File: src/hw/sopc_consts.svh
`ifndef SOPC_CONSTS_SVH
`define SOPC_CONSTS_SVH

// register word indices; byte address is four times the index
`define SOPC_IDX_CLKOUT 16'hff06
`define SOPC_IDX_FLOAT 16'hff30
`define SOPC_IDX_PDATA 16'hff31
`define SOPC_IDX_TIMOUT 16'hffc1
`define SOPC_ADDR_W 18

// field positions
`define SOPC_FQ_LSB 0
`define SOPC_FQ_MSB 1
`define SOPC_CLKEN_BIT 3
`define SOPC_TIMEN_BIT 2
`define SOPC_TIMER_CHANNEL_SEL_BIT 3
`define SOPC_BIT2 2
`define SOPC_BIT3 3

// reset values
`define SOPC_RST_FQ 2'h0
`define SOPC_RST_EN 1'h0
`define SOPC_RST_TIMER_CHANNEL_SEL 1'h0
`define SOPC_RST_PDATA 1'h1
`define SOPC_RST_FLOAT 1'h0

// divider taps: divide by 8 is counter bit 2, by 64 is bit 5
`define SOPC_DIV_W 8
`define SOPC_DIV8_BIT 3'h2
`define SOPC_DIV64_BIT 3'h5

`endif

File: src/hw/sopc_pkg.sv
package sopc_pkg;
    typedef enum logic [1:0] {
        SOPC_FQ_DIV_LO = 2'b00,
        SOPC_FQ_DIV_HI = 2'b01,
        SOPC_FQ_SLOW = 2'b10,
        SOPC_FQ_FAST = 2'b11
    } sopc_freq_t;
endpackage : sopc_pkg

File: src/hw/sopc_div.sv
`timescale 1ns/1ps
`include "sopc_consts.svh"

module sopc_div (
    // clock and reset
    input wire logic clk_sys,
    input wire logic resetn,
    // slow oscillator, synchronous to clk_sys
    input wire logic slow_osc_clock,
    // ripple-free division chain
    output logic [`SOPC_DIV_W-1:0] div_cnt
);
    logic slow_prev;
    wire slow_rise = slow_osc_clock & ~slow_prev;

    // counter bit k toggles every 2^k slow edges, i.e. divides by 2^(k+1)
    always_ff @(posedge clk_sys or negedge resetn) begin
        if (!resetn) begin
            slow_prev <= 1'b1; // a source already high at release is no false edge
            div_cnt <= '0;
        end else begin
            slow_prev <= slow_osc_clock;
            if (slow_rise) begin
                div_cnt <= div_cnt + 1'b1;
            end
        end
    end
endmodule : sopc_div

File: src/hw/sopc_top.sv
// How it works
// RQ1: clock out enabled, data one, driven: clock signal
// RQ2: clock out disabled: pin high; enable resets 0
// RQ3: code 11 fast clock, 10 slow undivided
// RQ4: 01 divides 8/16/32, 00 64/128/256
// RQ5: timer out enabled, data one, driven: timer signal
// RQ6: timer out disabled: pin high; enable resets 0
// RQ7: data zero holds pin low regardless
// RQ8: float bit one puts pin high impedance
// RQ9: software keeps data one, float zero
// RQ10: plain output on bit 3: clock enable 0
// RQ11: plain output on bit 2: timer enable 0
// RQ12: enable switching may glitch the pin
// RQ13: start fast oscillator before selecting it
// RQ14: channel select picks timer 1 or 0
// RQ15: control fields read back last written value
`timescale 1ns/1ps
`include "sopc_consts.svh"

module sopc_top #(
    // slow oscillator option: 0 = 32.768 kHz, 1 = 76.8 kHz, 2 = 153.6 kHz
    parameter int unsigned SLOW_OPT = 0
) (
    // clock and reset
    input wire logic clk_sys,
    input wire logic resetn,
    // avalon-mm slave
    input wire logic [`SOPC_ADDR_W-1:0] avs_address,
    input wire logic avs_read,
    input wire logic avs_write,
    input wire logic [31:0] avs_writedata,
    input wire logic [3:0] avs_byteenable,
    output logic [31:0] avs_readdata,
    output logic avs_waitrequest,
    // special signal sources, synchronous to clk_sys
    input wire logic slow_osc_clock,
    input wire logic fast_osc_clock,
    input wire logic timer0_out,
    input wire logic timer1_out,
    // port bit 2 and bit 3 pins
    output logic port_bit2_out,
    output logic port_bit2_oe,
    output logic port_bit3_out,
    output logic port_bit3_oe
);
    import sopc_pkg::*;

    sopc_freq_t clock_out_freq_sel;
    logic clock_out_enable;
    logic timer_out_enable;
    logic timer_channel_sel;
    logic port_bit2;
    logic port_bit3;
    logic port_bit2_float;
    logic port_bit3_float;
    logic [`SOPC_DIV_W-1:0] div_cnt;

    // byte addresses of the four words
    localparam logic [`SOPC_ADDR_W-1:0] A_CLKOUT = {`SOPC_IDX_CLKOUT, 2'b00};
    localparam logic [`SOPC_ADDR_W-1:0] A_FLOAT = {`SOPC_IDX_FLOAT, 2'b00};
    localparam logic [`SOPC_ADDR_W-1:0] A_PDATA = {`SOPC_IDX_PDATA, 2'b00};
    localparam logic [`SOPC_ADDR_W-1:0] A_TIMOUT = {`SOPC_IDX_TIMOUT, 2'b00};

    // bus decode; a request is taken on the edge where waitrequest is low
    wire req = avs_read | avs_write;
    wire take_wr = avs_write & ~avs_waitrequest & avs_byteenable[0];
    wire sel_clkout = avs_address == A_CLKOUT;
    wire sel_float = avs_address == A_FLOAT;
    wire sel_pdata = avs_address == A_PDATA;
    wire sel_timout = avs_address == A_TIMOUT;
    wire [3:0] wd = avs_writedata[3:0];

    // read mux; unused and unmapped bits read as zero
    wire [3:0] rd_clkout = {clock_out_enable, 1'b0, clock_out_freq_sel};
    wire [3:0] rd_float = {port_bit3_float, port_bit2_float, 2'b00};
    wire [3:0] rd_pdata = {port_bit3, port_bit2, 2'b00};
    wire [3:0] rd_timout = {timer_channel_sel, timer_out_enable, 2'b00};
    wire [3:0] next_rd = sel_clkout ? rd_clkout :
                         sel_float ? rd_float :
                         sel_pdata ? rd_pdata :
                         sel_timout ? rd_timout : 4'h0; // RQ15

    // one wait state: readdata is loaded while the request waits
    always_ff @(posedge clk_sys or negedge resetn) begin
        if (!resetn) begin
            avs_waitrequest <= 1'b1;
            avs_readdata <= 32'h0;
        end else begin
            avs_waitrequest <= ~(req & avs_waitrequest);
            if (avs_read & avs_waitrequest) begin
                avs_readdata <= {28'h0, next_rd};
            end
        end
    end

    // control fields
    always_ff @(posedge clk_sys or negedge resetn) begin
        if (!resetn) begin
            clock_out_freq_sel <= sopc_freq_t'(`SOPC_RST_FQ); // RQ4
            clock_out_enable <= `SOPC_RST_EN; // RQ2
            timer_out_enable <= `SOPC_RST_EN; // RQ6
            timer_channel_sel <= `SOPC_RST_TIMER_CHANNEL_SEL; // RQ14
        end else if (take_wr && sel_clkout) begin
            clock_out_freq_sel <= sopc_freq_t'(wd[`SOPC_FQ_MSB:`SOPC_FQ_LSB]); // RQ15
            clock_out_enable <= wd[`SOPC_CLKEN_BIT]; // RQ15
        end else if (take_wr && sel_timout) begin
            timer_out_enable <= wd[`SOPC_TIMEN_BIT]; // RQ15
            timer_channel_sel <= wd[`SOPC_TIMER_CHANNEL_SEL_BIT]; // RQ15
        end
    end

    // port data and float bits for the two shared pins
    always_ff @(posedge clk_sys or negedge resetn) begin
        if (!resetn) begin
            port_bit2 <= `SOPC_RST_PDATA;
            port_bit3 <= `SOPC_RST_PDATA;
            port_bit2_float <= `SOPC_RST_FLOAT;
            port_bit3_float <= `SOPC_RST_FLOAT;
        end else if (take_wr && sel_pdata) begin
            port_bit2 <= wd[`SOPC_BIT2];
            port_bit3 <= wd[`SOPC_BIT3];
        end else if (take_wr && sel_float) begin
            port_bit2_float <= wd[`SOPC_BIT2];
            port_bit3_float <= wd[`SOPC_BIT3];
        end
    end

    sopc_div u_sopc_div (
        .clk_sys(clk_sys),
        .resetn(resetn),
        .slow_osc_clock(slow_osc_clock),
        .div_cnt(div_cnt)
    );

    // divider taps move with the slow oscillator option, so the divide ratio
    // for codes 01 and 00 doubles with each step of the option
    wire [2:0] tap_hi = 3'(`SOPC_DIV8_BIT + SLOW_OPT);
    wire [2:0] tap_lo = 3'(`SOPC_DIV64_BIT + SLOW_OPT);
    wire clock_out_signal = (clock_out_freq_sel == SOPC_FQ_FAST) ? fast_osc_clock :
                            (clock_out_freq_sel == SOPC_FQ_SLOW) ? slow_osc_clock :
                            (clock_out_freq_sel == SOPC_FQ_DIV_HI) ? div_cnt[tap_hi] :
                            div_cnt[tap_lo]; // RQ3 RQ4
    wire timer_out_signal = timer_channel_sel ? timer1_out : timer0_out; // RQ14

    // pin level: data gates the special signal, disabled enable gives high
    wire next_b3_out = port_bit3 & (clock_out_enable ? clock_out_signal : 1'b1); // RQ1 RQ2 RQ7
    wire next_b2_out = port_bit2 & (timer_out_enable ? timer_out_signal : 1'b1); // RQ5 RQ6 RQ7

    // registered pins; the enable is not resynchronised to the source, so
    // switching it mid-period can leave a short pulse on the pin
    always_ff @(posedge clk_sys or negedge resetn) begin
        if (!resetn) begin
            port_bit3_out <= 1'b1;
            port_bit3_oe <= 1'b1;
            port_bit2_out <= 1'b1;
            port_bit2_oe <= 1'b1;
        end else begin
            port_bit3_out <= next_b3_out;
            port_bit3_oe <= ~port_bit3_float; // RQ8
            port_bit2_out <= next_b2_out;
            port_bit2_oe <= ~port_bit2_float; // RQ8
        end
    end
endmodule : sopc_top

File: config.mk
export PLATFORM = sky130hd
export DESIGN_NAME = sopc_top
export DESIGN_NICKNAME = d
export VERILOG_FILES = /design/src/hw/sopc_pkg.sv /design/src/hw/sopc_div.sv /design/src/hw/sopc_top.sv
export VERILOG_INCLUDE_DIRS = /design/src /design/src/hw
export SDC_FILE = /design/constraint.sdc
export NUM_CORES = 1
export LEC_CHECK = 0
export ABC_AREA = 1
export BUFFER_PORTS_ARGS = -buffer_cell sky130_fd_sc_hd__buf_2
export CAP_MARGIN = 20
export CELL_PAD_IN_SITES_DETAIL_PLACEMENT = 1
export CELL_PAD_IN_SITES_GLOBAL_PLACEMENT = 2
export CORE_MARGIN = 2
export CORE_UTILIZATION = 23
export DETAILED_ROUTE_END_ITERATION = 7
export PLACE_DENSITY = 0.8
export SLEW_MARGIN = 20
export SYNTH_ARGS = -nofsm -noshare
export SYNTH_HDL_FRONTEND = slang
export SYNTH_SLANG_ARGS = --single-unit
File: constraint.sdc
create_clock -name clk_sys -period 1.8 [get_ports clk_sys]
set_clock_uncertainty 0.1 [all_clocks]
set_input_delay 0.09 -clock clk_sys [delete_from_list [all_inputs] [get_ports clk_sys]]
set_output_delay 0.09 -clock clk_sys [all_outputs]
set_load 0.02 [all_outputs]
==> results by group <==
Floorplan
  – Die Y: approximately 86 µm
  – Ports: slightly below 100
  – Core area: around 6400 µm²
  – Die width: between 80 and 90 µm
  – Initial core utilization: 24.2%
  – Die area: 7420 µm²
  – Row count: 29

Critical path
  – Critical Path AT: 1.56 ns
  – Largest fanout on the critical path: 5
  – Setup CP Type: in2reg
  – Worst setup SP type: input pin
  – Required time worst endpoint: around 1.9 ns
  – Worst setup EP type: flip-flop

Final layout
  – Number of diodes: 0
  – Most frequent cells in the layout: nand2_1 (42), buf_2 (39), conb_1 (28)
  – Area delta synth->final: 21.1%
  – Layout cells sized above 1: roughly 33%
  – Fillers: around 800
  – Final #Nets: roughly 300
  – Most common cell after layout, fill and taps aside: nand2_1

Timing
  – Period utilization: between 80% and 90%
  – Achievable Freq: around 660 MHz
  – Final Hold Fails: 0
  – Setup violations, final: 0
  – Slew @ Worst Pin: 0.552 ns
  – Fin Setup TNS: 0 ns
  – Relative slew slack: a little over three fifths
  – RSZ-0062 raised after global routing: false
  – Fin crit period: roughly 1.5 ns
  – Slew Viols, Final: 0
  – Final worst slack: 0.292 ns

CTS
  – CTS Buffer Depth: 2
  – CTS buffer count: 3
  – Clock-pin transition on the worst setup and hold timing paths: about 0.09 ns
  – TritonCTS clock tree: done
  – CTS H-tree lvls: 1
  – Root Buffer Master: clkbuf_8
  – Worst skew pair latency: around 0.26 ns
  – Post-CTS setup buffer count: 0
  – TritonCTS Sinks: 25

Routing
  – TritonRoute pass-1 iters: 4
  – Wl on met1: 1430 µm
  – Met2 Wirelength: between 1500 and 2000 µm
  – Final ANT Viol Nets: 0
  – Top routing layer in use: met4
  – Met3 wire length: 145 µm
  – Final WL: approximately 3300 µm
  – 1st-iter DRT viols: slightly above 40
  – Vias: 1224
  – Routed vias/inst: around 3.9
  – Wire per inst: between 10 and 15 µm
  – Drt drc: 0

Synthesis
  – Synth cell types: 27
  – Synth async-reset ratio: 100%
  – Dominant cell type by area after synthesis: dfrtp_1
  – Mapped cell area: about 1600 µm²
  – Post-synth top area share: roughly 27%
  – Yosys warns: 0
  – Top post-synthesis cells by area: dfrtp_1 (27%), buf_4 (14%), dfstp_2 (14%)
  – Seq cells post-synth: 25
  – Synth Flop Type: dfrtp_1
  – EDFF count, synth: 0
  – Register area share after synthesis: 40.9%
  – Synthesized area per cell: between 8 and 9 µm²
  – Mapped Cells: between 150 and 200

Place
  – Gp weighted congestion: about 0.74
  – DP Worst Slack: 0.471 ns
  – # port buffers: 39
  – DPL Wire Length: around 2700 µm

Global route
  – First-pass GRT wire length: about 5700 µm
  – GR Overflow Total: 0
  – GRT Total Usage: 9.47%
  – Number of global-route vias before repair: about 1300
  – Maximum number of pins on one net before global-route repair: 26
  – Initial antenna violation count: 0

Run
  – Max Cap Viol: 0

Power and ir drop
  – Leakage: between 0.9 and 1 nW
  – Peak supply drop: roughly 0.25 mV
  – Cell Pwr Density: 697 nW/µm²

Worst hold path
  – Worst min path class: in2reg

Outcome
  – Status: completed
==> synth_stat cells, drive strengths merged (2+ instances only) <==
cell and n:
nand2 47, nor3 2, dfstp 8, xor2 4
o2111ai 2, nor2 22, a21oi 3, o21ai 13
dfrtp 17, buf 28, nand3 11, inv 24
==> layout make-up <==
cell class | count | area, µm² | area share, %
inverters | 24 | 90.1 | 4.79
multi-input cells | 138 | 718 | 38.2
clock buffers | 4 | 45.0 | 2.40
well taps | 77 | 96.3 | 5.12
flip-flops and latches | 25 | 636 | 33.8
repair buffers | 49 | 295 | 15.7
==> state kept, by name, summed over array words and instances (netlist names) <==
signal                flops
clock_out_freq_sel        2
u_sopc_div.slow_prev      1
port_bit3_float           1
port_bit3_out             1
port_bit2                 1
avs_readdata              4
timer_out_enable          1
port_bit2_oe              1
port_bit2_out             1
u_sopc_div.div_cnt        6
clock_out_enable          1
avs_waitrequest           1
port_bit3_oe              1
port_bit2_float           1
port_bit3                 1
timer_channel_sel         1
==> worst max-delay path, stage by stage <==
cell	delay (ns)
dlygate4sd3_1	0.53
buf_2	0.13
inv_2	0.03
nor2_2	0.23
inv_2	0.08
nor3_2	0.19
nand3_1	0.12
xor2_1	0.16
==> power by group <==
| part | internal, mW | switching [mW] | leakage [nW] |
|---|---|---|---|
| combinational | 0.108 | 0.189 | 0.593 |
| sequential | 0.636 | 0.0503 | 0.307 |
| clock | 0.158 | 0.169 | 0.0228 |
| total | 0.902 | 0.408 | 0.923 |
==> cell families (layout without fill, tap and decap cells) <==
group,count (synthesis),in the layout,synth area share (%)
other cells,1,28,0.242
flops,25,25,40.9
xor+xnor,5,5,2.82
compound gates,20,20,7.17
fa+ha+maj,1,1,0.806
buf+inv,52,77,19.3
simple gates,84,84,28.7
==> per-stage QoR <==
stage               cells  utilization, %  instance area, µm²  power [mW]  hold WS [ns]
global placement      303            27.0                1740       0.966        0.0117
finish                317            29.3                1880        1.31         0.132
detailed placement    303            27.0                1740       0.975        0.0108
global route          317            29.3                1880        1.41         0.153
CTS                   317            29.3                1880        1.32         0.133
floorplan             215               -                1650       0.930        -0.306
==> worst paths after layout <==
path / from / slack [ns] / cells after the start / to
max: slow_osc_clock / 0.29 / 8 / u_sopc_div.div_cnt[5]
min: avs_address[2] / 0.13 / 4 / avs_readdata[1]
max reg2reg: port_bit2 / 0.38 / 3 / port_bit2_out
min reg2reg: port_bit3_float / 0.34 / 1 / port_bit3_oe
max in group asynchronous: resetn / 0.98 / 2 / port_bit2_out
min in group asynchronous: resetn / 0.24 / 2 / u_sopc_div.div_cnt[3]
==> routing by layer <==
layer	global-route usage (%)	vias to the layer above
li1	-	635
met1	11.8	550
met2	17.5	37
met3	1.25	2
met4	1.73	0
met5	0	-
==> repair_timing <==
item / in CTS / in global routing
setup endpoints to repair: 0 / 0
gates resized for setup: 0 / 0
hold buffers: 10 / 0
hold endpoints to repair: 24 / 0
Note: power is estimated with default switching activity, not from simulation.
